===== src/verilog/flags_segment_consts.svh =====
// Constants for the flags, segment and machine control state block
// Behaviour
// - Zero flag is 1 exactly when every result bit is 0.
// - Nibble carry flag reflects carry out of or borrow into bit 3.
// - Parity flag is 1 when low result byte holds even count of ones.
// - Carry flag reflects carry or borrow at bit 7, 15 or 31 by size.
// - Six 16-bit segment selector registers name the addressable segments.
// - Protected segments span one byte to 4 Gbytes; real mode caps 64 Kbytes.
// - A wrapping access on a maximum-limit segment raises limit fault 13.
// - Fetches use code selector, stack uses stack selector, others are data.
// - Each selector has hidden base, limit and attributes, invisible to software.
// - Real mode selector load sets base to selector shifted left four, limit and attributes to fixed values.
// - Protected mode selector load fills base, limit, attributes from descriptor.
// - Each reference adds hidden base, checks limit and checks attributes; the code checks attributes in protected mode only.
// - Three 32-bit control registers are loaded and stored by instructions.
// - Machine control word implements six defined control and status bits.
// - Low 16 bits form the status halfword used by halfword load/store.
// - Status halfword load leaves the upper 16 bits unchanged.
// - Paging unit is enabled while paging enable bit is 1.
// - Protected mode while protection enable bit is 1, else real mode.
// - Status halfword load may set but never clear protection enable.
`ifndef FLAGS_SEGMENT_CONSTS_SVH
`define FLAGS_SEGMENT_CONSTS_SVH

`define CR_IDX_CONTROL 2'h0
`define CR_IDX_FAULT_ADDR 2'h2
`define CR_IDX_DIR_BASE 2'h3
`define CTRL_WORD_PAGING_BIT 31
`define CTRL_WORD_PROTECT_BIT 0
`define CTRL_WORD_DEFINED_MASK 32'h8000001F
`define CTRL_WORD_RESET 32'h00000000
`define CR3_ADDR_MASK 32'hFFFFF000
`define SEG_CODE_IDX 3'h0
`define SEG_STACK_IDX 3'h1
`define SEG_COUNT 6
`define REAL_SEG_LIMIT 32'h0000FFFF
`define SEL_RESET 16'h0000
`define LIMIT_FAULT_VECTOR 8'h0D
`define FLAG_ZERO_BIT 6
`define FLAG_NIBBLE_BIT 4
`define FLAG_PARITY_BIT 2
`define FLAG_CARRY_BIT 0

`endif


===== src/verilog/flags_segment_pkg.sv =====
// Types shared by the flags, segment and machine control state block
package flags_segment_pkg;
   typedef enum logic [1:0] {SIZE8, SIZE16, SIZE32} op_size_t;
   typedef enum logic [1:0] {REF_FETCH, REF_STACK, REF_READ, REF_WRITE} ref_kind_t;
   typedef enum logic [2:0] {CTRL_NONE, CTRL_LOAD, CTRL_STORE, HALF_LOAD, HALF_STORE} ctrl_op_t;
   typedef struct packed {
      logic zero;
      logic nibble;
      logic parity;
      logic carry;
   } status_flags_t;
   typedef struct packed {
      logic present;
      logic isCode;
      logic writable;
      logic readable;
   } seg_attr_t;
   typedef struct packed {
      logic [31:0] base;
      logic [31:0] limit;
      seg_attr_t attr;
   } seg_desc_t;
endpackage : flags_segment_pkg


===== src/verilog/flags_segment_control_state.sv =====
// Status flags, segment selectors with hidden descriptors, and control registers
`timescale 1ns/1ps
`include "flags_segment_consts.svh"
module flags_segment_control_state #(
   parameter int SEG_N = `SEG_COUNT
) (
   // Clock and reset
   input wire logic clk_sys,
   input wire logic reset_n,
   // Arithmetic operation
   input wire logic aluValid,
   input wire logic [31:0] opA,
   input wire logic [31:0] opB,
   input wire logic isSub,
   input wire flags_segment_pkg::op_size_t opSize,
   output logic [31:0] aluResult_r,
   output flags_segment_pkg::status_flags_t statusFlags_r,
   output logic [31:0] flagsImage,
   // Selector load and store
   input wire logic segLoad,
   input wire logic [2:0] segLoadIdx,
   input wire logic [15:0] segLoadSel,
   input wire flags_segment_pkg::seg_desc_t segLoadDesc,
   input wire logic [2:0] segReadIdx,
   output logic [15:0] segReadSel_r,
   // Memory reference
   input wire logic memValid,
   input wire flags_segment_pkg::ref_kind_t memKind,
   input wire logic [2:0] memDataSeg,
   input wire logic [31:0] memOffset,
   input wire logic [2:0] memLen,
   output logic memDone_r,
   output logic [31:0] linearAddr_r,
   output logic limitFault_r,
   output logic attrFault_r,
   output logic [7:0] faultVector_r,
   // Control register load and store
   input wire flags_segment_pkg::ctrl_op_t ctrlOp,
   input wire logic [1:0] ctrlIdx,
   input wire logic [31:0] ctrlWrData,
   output logic [31:0] ctrlRdData_r,
   // Mode outputs
   output logic protMode,
   output logic pagingEnable
);

   // Fetches and stack traffic are pinned to their own selectors
   function automatic logic [2:0] segFor(flags_segment_pkg::ref_kind_t k,
                                         logic [2:0] dataSeg);
      case (k)
         flags_segment_pkg::REF_FETCH: segFor = `SEG_CODE_IDX;
         flags_segment_pkg::REF_STACK: segFor = `SEG_STACK_IDX;
         default: segFor = dataSeg;
      endcase
   endfunction : segFor

   function automatic flags_segment_pkg::seg_desc_t realDesc(logic [15:0] sel);
      realDesc.base = {12'h000, sel, 4'h0};
      realDesc.limit = `REAL_SEG_LIMIT;
      realDesc.attr = '{present: 1'b1, isCode: 1'b0, writable: 1'b1, readable: 1'b1};
   endfunction : realDesc

   // Architectural state
   logic [15:0] selector_r [SEG_N];
   flags_segment_pkg::seg_desc_t desc_r [SEG_N];
   logic [31:0] ctrlWord_r;
   logic [31:0] faultAddr_r;
   logic [31:0] dirBase_r;

   // Flag computation
   logic [31:0] aluResult;
   flags_segment_pkg::status_flags_t aluFlags;

   status_flag_unit #(.DATA_W(32)) flagUnit (
      .opA(opA),
      .opB(opB),
      .isSub(isSub),
      .opSize(opSize),
      .result(aluResult),
      .flags(aluFlags)
   );

   always_ff @(posedge clk_sys or negedge reset_n) begin
      if (!reset_n) begin
         aluResult_r <= 32'h00000000;
         statusFlags_r <= '0;
      end else if (aluValid) begin
         aluResult_r <= aluResult;
         statusFlags_r <= aluFlags;
      end
   end

   assign flagsImage = {25'h0, statusFlags_r.zero, 1'b0, statusFlags_r.nibble, 1'b0,
                        statusFlags_r.parity, 1'b0, statusFlags_r.carry};

   // Mode decode
   assign protMode = ctrlWord_r[`CTRL_WORD_PROTECT_BIT];
   assign pagingEnable = ctrlWord_r[`CTRL_WORD_PAGING_BIT];

   // Descriptor cache load: real mode keeps the fixed limit and attributes
   wire flags_segment_pkg::seg_desc_t loadDesc = protMode ? segLoadDesc
                                                          : realDesc(segLoadSel);

   always_ff @(posedge clk_sys or negedge reset_n) begin
      if (!reset_n) begin
         for (int i = 0; i < SEG_N; i++) begin
            selector_r[i] <= `SEL_RESET;
            desc_r[i] <= realDesc(`SEL_RESET);
         end
      end else if (segLoad && (segLoadIdx < 3'(SEG_N))) begin
         selector_r[segLoadIdx] <= segLoadSel;
         desc_r[segLoadIdx] <= loadDesc;
      end
   end

   // Only the selector is readable; the descriptor cache stays hidden
   wire logic [15:0] selReadNxt = (segReadIdx < 3'(SEG_N)) ? selector_r[segReadIdx] : 16'h0000;

   always_ff @(posedge clk_sys or negedge reset_n) begin
      if (!reset_n) segReadSel_r <= 16'h0000;
      else segReadSel_r <= selReadNxt;
   end

   // Memory reference
   wire logic [2:0] memSeg = segFor(memKind, memDataSeg);
   wire logic segOk = (memSeg < 3'(SEG_N));
   wire flags_segment_pkg::seg_desc_t memDesc = segOk ? desc_r[memSeg] : '0;
   logic [31:0] linearAddr;
   logic limitFault;
   logic attrFault;

   segment_check_unit checkUnit (
      .desc(memDesc),
      .offset(memOffset),
      .accLen(memLen),
      .refKind(memKind),
      .protMode(protMode),
      .linearAddr(linearAddr),
      .limitFault(limitFault),
      .attrFault(attrFault)
   );

   // Out-of-range selector index counts as an attribute refusal
   wire logic attrFaultAll = attrFault || !segOk;
   wire logic anyFault = limitFault || attrFaultAll;

   always_ff @(posedge clk_sys or negedge reset_n) begin
      if (!reset_n) begin
         memDone_r <= 1'b0;
         linearAddr_r <= 32'h00000000;
         limitFault_r <= 1'b0;
         attrFault_r <= 1'b0;
         faultVector_r <= 8'h00;
      end else begin
         memDone_r <= memValid;
         if (memValid) begin
            linearAddr_r <= linearAddr;
            limitFault_r <= limitFault;
            attrFault_r <= attrFaultAll;
            faultVector_r <= anyFault ? `LIMIT_FAULT_VECTOR : 8'h00;
         end
      end
   end

   // Control registers
   wire logic isLoad = (ctrlOp == flags_segment_pkg::CTRL_LOAD);
   wire logic isHalfLoad = (ctrlOp == flags_segment_pkg::HALF_LOAD);
   wire logic [31:0] fullWord = ctrlWrData & `CTRL_WORD_DEFINED_MASK;
   // Halfword load keeps the upper half and can only raise protection enable
   wire logic [15:0] halfLow = (ctrlWrData[15:0] & 16'(`CTRL_WORD_DEFINED_MASK)) |
                               {15'h0000, ctrlWord_r[`CTRL_WORD_PROTECT_BIT]};
   wire logic [31:0] halfWord = {ctrlWord_r[31:16], halfLow};
   wire logic [31:0] ctrlWord_nxt = (isLoad && ctrlIdx == `CR_IDX_CONTROL) ? fullWord :
                                    isHalfLoad ? halfWord : ctrlWord_r;

   always_ff @(posedge clk_sys or negedge reset_n) begin
      if (!reset_n) begin
         ctrlWord_r <= `CTRL_WORD_RESET;
         faultAddr_r <= 32'h00000000;
         dirBase_r <= 32'h00000000;
      end else begin
         ctrlWord_r <= ctrlWord_nxt;
         if (isLoad && ctrlIdx == `CR_IDX_FAULT_ADDR) faultAddr_r <= ctrlWrData;
         if (isLoad && ctrlIdx == `CR_IDX_DIR_BASE) dirBase_r <= ctrlWrData & `CR3_ADDR_MASK;
      end
   end

   wire logic [31:0] ctrlSel = (ctrlIdx == `CR_IDX_CONTROL) ? ctrlWord_r :
                               (ctrlIdx == `CR_IDX_FAULT_ADDR) ? faultAddr_r :
                               (ctrlIdx == `CR_IDX_DIR_BASE) ? dirBase_r : 32'h00000000;
   wire logic [31:0] ctrlRd_nxt =
      (ctrlOp == flags_segment_pkg::CTRL_STORE) ? ctrlSel :
      (ctrlOp == flags_segment_pkg::HALF_STORE) ? {16'h0000, ctrlWord_r[15:0]} :
      ctrlRdData_r;

   always_ff @(posedge clk_sys or negedge reset_n) begin
      if (!reset_n) ctrlRdData_r <= 32'h00000000;
      else ctrlRdData_r <= ctrlRd_nxt;
   end
endmodule : flags_segment_control_state


===== src/verilog/status_flag_unit.sv =====
// Add/subtract datapath slice that derives the four arithmetic status flags
`timescale 1ns/1ps
module status_flag_unit #(
   parameter int DATA_W = 32
) (
   // Operands
   input wire logic [DATA_W-1:0] opA,
   input wire logic [DATA_W-1:0] opB,
   input wire logic isSub,
   input wire flags_segment_pkg::op_size_t opSize,
   // Result
   output logic [DATA_W-1:0] result,
   output flags_segment_pkg::status_flags_t flags
);
   function automatic logic [DATA_W-1:0] sizeMask(flags_segment_pkg::op_size_t s);
      case (s)
         flags_segment_pkg::SIZE8: sizeMask = DATA_W'(32'h000000FF);
         flags_segment_pkg::SIZE16: sizeMask = DATA_W'(32'h0000FFFF);
         default: sizeMask = '1;
      endcase
   endfunction : sizeMask

   wire logic [DATA_W:0] sumFull = isSub ? ({1'b0, opA} - {1'b0, opB})
                                         : ({1'b0, opA} + {1'b0, opB});
   // Carry into bit k is a^b^s at k; serves add and borrow alike
   wire logic [DATA_W:0] carryIn = {1'b0, opA} ^ {1'b0, opB} ^ sumFull;
   wire logic [DATA_W-1:0] masked = sumFull[DATA_W-1:0] & sizeMask(opSize);
   wire logic carrySel = (opSize == flags_segment_pkg::SIZE8) ? carryIn[8] :
                         (opSize == flags_segment_pkg::SIZE16) ? carryIn[16] :
                         carryIn[DATA_W];

   assign result = masked;
   assign flags = '{zero: (masked == '0),
                    nibble: carryIn[4],
                    parity: ~^masked[7:0],
                    carry: carrySel};
endmodule : status_flag_unit


===== src/verilog/segment_check_unit.sv =====
// Linear address formation with limit and attribute checks for one reference
`timescale 1ns/1ps
module segment_check_unit (
   // Reference
   input wire flags_segment_pkg::seg_desc_t desc,
   input wire logic [31:0] offset,
   input wire logic [2:0] accLen,
   input wire flags_segment_pkg::ref_kind_t refKind,
   input wire logic protMode,
   // Outcome
   output logic [31:0] linearAddr,
   output logic limitFault,
   output logic attrFault
);
   wire logic [32:0] lastByte = {1'b0, offset} + {30'h0, accLen} - 33'h1;
   // A carry past bit 31 means the access wraps, even when limit is all ones
   wire logic wraps = lastByte[32];
   wire logic overLimit = (lastByte[31:0] > desc.limit);
   wire logic isWrite = (refKind == flags_segment_pkg::REF_WRITE) ||
                        (refKind == flags_segment_pkg::REF_STACK);
   wire logic isFetch = (refKind == flags_segment_pkg::REF_FETCH);
   wire logic badKind = isFetch ? !desc.attr.isCode :
                        isWrite ? (desc.attr.isCode || !desc.attr.writable) :
                        (desc.attr.isCode && !desc.attr.readable);

   assign linearAddr = desc.base + offset;
   assign limitFault = wraps || overLimit;
   // Real mode attributes are fixed and never refuse a reference
   assign attrFault = protMode && (!desc.attr.present || badKind);
endmodule : segment_check_unit


===== config.mk =====
export PLATFORM = sky130hd
export DESIGN_NAME = flags_segment_control_state
export DESIGN_NICKNAME = d
export VERILOG_FILES = /design/src/verilog/flags_segment_pkg.sv /design/src/verilog/flags_segment_control_state.sv /design/src/verilog/status_flag_unit.sv /design/src/verilog/segment_check_unit.sv
export VERILOG_INCLUDE_DIRS = /design/src /design/src/verilog
export SDC_FILE = /design/constraint.sdc
export NUM_CORES = 2
export LEC_CHECK = 0
export BUFFER_PORTS_ARGS = -buffer_cell sky130_fd_sc_hd__buf_2
export CELL_PAD_IN_SITES_DETAIL_PLACEMENT = 1
export CELL_PAD_IN_SITES_GLOBAL_PLACEMENT = 1
export CORE_MARGIN = 5
export CORE_UTILIZATION = 40
export DETAILED_ROUTE_END_ITERATION = 7
export PLACE_DENSITY_LB_ADDON = 0.1
export SKIP_CTS_REPAIR_TIMING = 1
export SYNTH_ARGS = -nofsm -noshare
export SYNTH_HDL_FRONTEND = slang
export SYNTH_SLANG_ARGS = --single-unit

===== constraint.sdc =====
create_clock -name clk_sys -period 4.6 [get_ports clk_sys]
set_input_delay 0 -clock clk_sys [delete_from_list [all_inputs] [get_ports clk_sys]]
set_output_delay 0 -clock clk_sys [all_outputs]
set_load 0.05 [all_outputs]

==> impl_metrics.env <==
export IMPL_syn_inst=3615
export IMPL_final_common_cell="nand2_1"
export IMPL_synth_seq_cells=682
export IMPL_grt_usage_pct=23.5
export IMPL_io_pins=400
export IMPL_portBuffers=366
export IMPL_insertion_delay_ns=0.63
export IMPL_drtAntennaViolNets=0
export IMPL_synth_area_per_cell_um2=9.87
export IMPL_wirelength_um=116000
export IMPL_worst_slack_ns=0.289
export IMPL_rsz0062_at_grt="no"
export IMPL_die_w_um=309
export IMPL_critPathMaxStageDelay_ns=0.47
export IMPL_crit_buf_inv=5
export IMPL_die_area_um2=95200
export IMPL_cts_made_buffers=80
export IMPL_cts_max_level=3
export IMPL_synth_edf_count=0
export IMPL_dp_worst_setup_slack_ns=-0.364
export IMPL_cts_num_sinks=682
export IMPL_grt_pass1_vias=29574
export IMPL_cp_arrival_ns=4.75
export IMPL_fmax_ghz=0.232
export IMPL_clockBufferDepth=3
export IMPL_drive_above_1_share_pct=23.3
export IMPL_dr_pass1_iters=5
export IMPL_core_area_um2=88400
export IMPL_hold_viol_final=17
export IMPL_seq_area_frac_synth_pct=48.3
export IMPL_crit_required_ns=5.04
export IMPL_drcViolationCount=0
export IMPL_synth_area_leader_cell="dfrtp_1"
export IMPL_p_leak_nw=20.1
export IMPL_synth_cell_types=102
export IMPL_mostFrequentLayoutCells="nand2_1, dfrtp_1, o21ai_0"
export IMPL_worst_setup_path_type="input port to flip-flop"
export IMPL_initialDrtViolationCount=1504
export IMPL_violations="hold timing"
export IMPL_critPathSlowestCell="or4_1"
export IMPL_yosys_top_cells_area="dfrtp_1, nand2_1, dfstp_2"
export IMPL_worst_clock_skew_ns=0.0205
export IMPL_worstMarginPinSlew_ns=1.14
export IMPL_fin_crit_ns=4.31
export IMPL_die_y_um=309
export IMPL_path_clk_slew_ns=0.06
export IMPL_crit_family="compound AO/OA/AOI/OAI gates"
export IMPL_netlist_area_leader_share_pct=39.9
export IMPL_slew_viol_final=0
export IMPL_ys_warn_count=0
export IMPL_status="finished with violations"
export IMPL_grt_max_degree=152
export IMPL_cts_root_buffer="clkbuf_16"
export IMPL_peakVddDrop_mv=0.404
export IMPL_dp_hpwl_um=80100
export IMPL_cp_end_kind="flip-flop"
export IMPL_utilization_pct=48.9
export IMPL_whs_ns=-0.0343
export IMPL_routed_via_density=5.34
export IMPL_setup_tns_final_ns=0
export IMPL_hold_path_class="input port to asynchronous set/reset pin"
export IMPL_crit_path_start_kind="input port"
export IMPL_fin_crit_sh_pct=93.7
export IMPL_syn_area_um2=35700
export IMPL_cellPowerDensity_nw_per_um2=468
export IMPL_crit_path_max_fanout=4
export IMPL_grt_antenna_before_repair=6
export IMPL_nets=4482
export IMPL_grt_pass1_wl_um=176000
export IMPL_place_congestion=0.843
export IMPL_overflow=0
export IMPL_start_util_pct=40.4
export IMPL_synthArstFlopShare_pct=100
export IMPL_via_count=28523
export IMPL_syn_to_final_growth_pct=21.1
export IMPL_synthFlopType="dfrtp_1"
export IMPL_max_slew_margin_rel_pct=22.9
export IMPL_wl_per_cell_um=21.8
export IMPL_cts_tree="done"
export IMPL_maxCapViolCount=0
export IMPL_setup_viol=0
export IMPL_num_rows=109
==> final timing paths <==
kind / startpoint / endpoint / slack [ns] / cells after the start
max: memLen[1] / faultVector_r[2] / 0.29 / 26
min: reset_n / desc_r[407] / -0.03 / 2
max reg2reg: desc_r[308] / linearAddr_r[28] / 0.46 / 18
min reg2reg: selector_r[55] / selector_r[55] / 0.47 / 2
max in group asynchronous: reset_n / aluResult_r[18] / 3.30 / 3
min in group clk_sys: opA[23] / aluResult_r[23] / -0.01 / 4
==> cell usage after synthesis (17+ instances only) <==
library cell	n
nand2_1	831
dfrtp_1	568
o21ai_0	528
a21oi_1	171
clkbuf_1	162
ha_1	134
mux2_2	123
dfstp_2	114
inv_1	109
nor2_1	92
mux2i_1	87
mux4_2	83
xnor2_1	77
a21o_1	44
buf_4	40
nand3_1	35
nor2b_1	34
xor2_1	30
o21bai_1	25
nor3_1	20
nand4_1	19
o22ai_1	19
o21a_1	18
buf_1	17
==> kinds of logic after synthesis <==
family / count (synthesis) / share of synthesized area [%]
AOI/OAI and AO/OA: 937 / 15.4
DFF: 682 / 48.3
adders and majority gates: 137 / 4.87
xor gates and xnor gates: 107 / 2.63
muxes: 294 / 11.6
buffers and inverters: 343 / 4.20
and+or+nand+nor: 1114 / 13.1
other: 1 / 0.0105
==> report_power, final <==
part / switching, mW / total [mW] / internal, mW
Clock: 2.65 / 6.68 / 4.02
Sequential: 0.629 / 7.93 / 7.30
Combinational: 3.53 / 5.62 / 2.09
==> stage by stage <==
step                power, mW  area, um2  instances
finish                   20.2      43200       5339
global route             21.3      43200       5338
CTS                      20.3      41700       5192
detailed placement       13.6      39000       5045
global placement         13.4      39000       5045
floorplan                11.7      35800       3647
==> layout make-up <==
cell class	instances	area, um2
Inverter	110	413
Sequential cell	682	17200
Antenna cell	3	7.51
Clock buffer	120	2360
Clock inverter	27	404
Fill cell	9992	45200
Multi-Input combinational cell	2622	17200
Timing Repair Buffer	610	4150
Tap cell	1165	1460
==> per-layer routing <==
layer / global-route usage (%) / share of wire (%)
met1: 33.5 / 46
met2: 38.7 / 48
met3: 3.10 / 3.8
met4: 5.37 / 2.2
met5: 0 / 0.011
==> flip-flops by register name, summed over array words and instances (netlist names) <==
name           flops
segReadSel_r      16
dirBase_r         20
limitFault_r       1
ctrlWord_r         6
linearAddr_r      32
faultVector_r      1
selector_r        96
desc_r           408
memDone_r          1
aluResult_r       32
faultAddr_r       32
ctrlRdData_r      32
attrFault_r        1
flagsImage         4
Note: power is estimated with default switching activity, not from simulation.
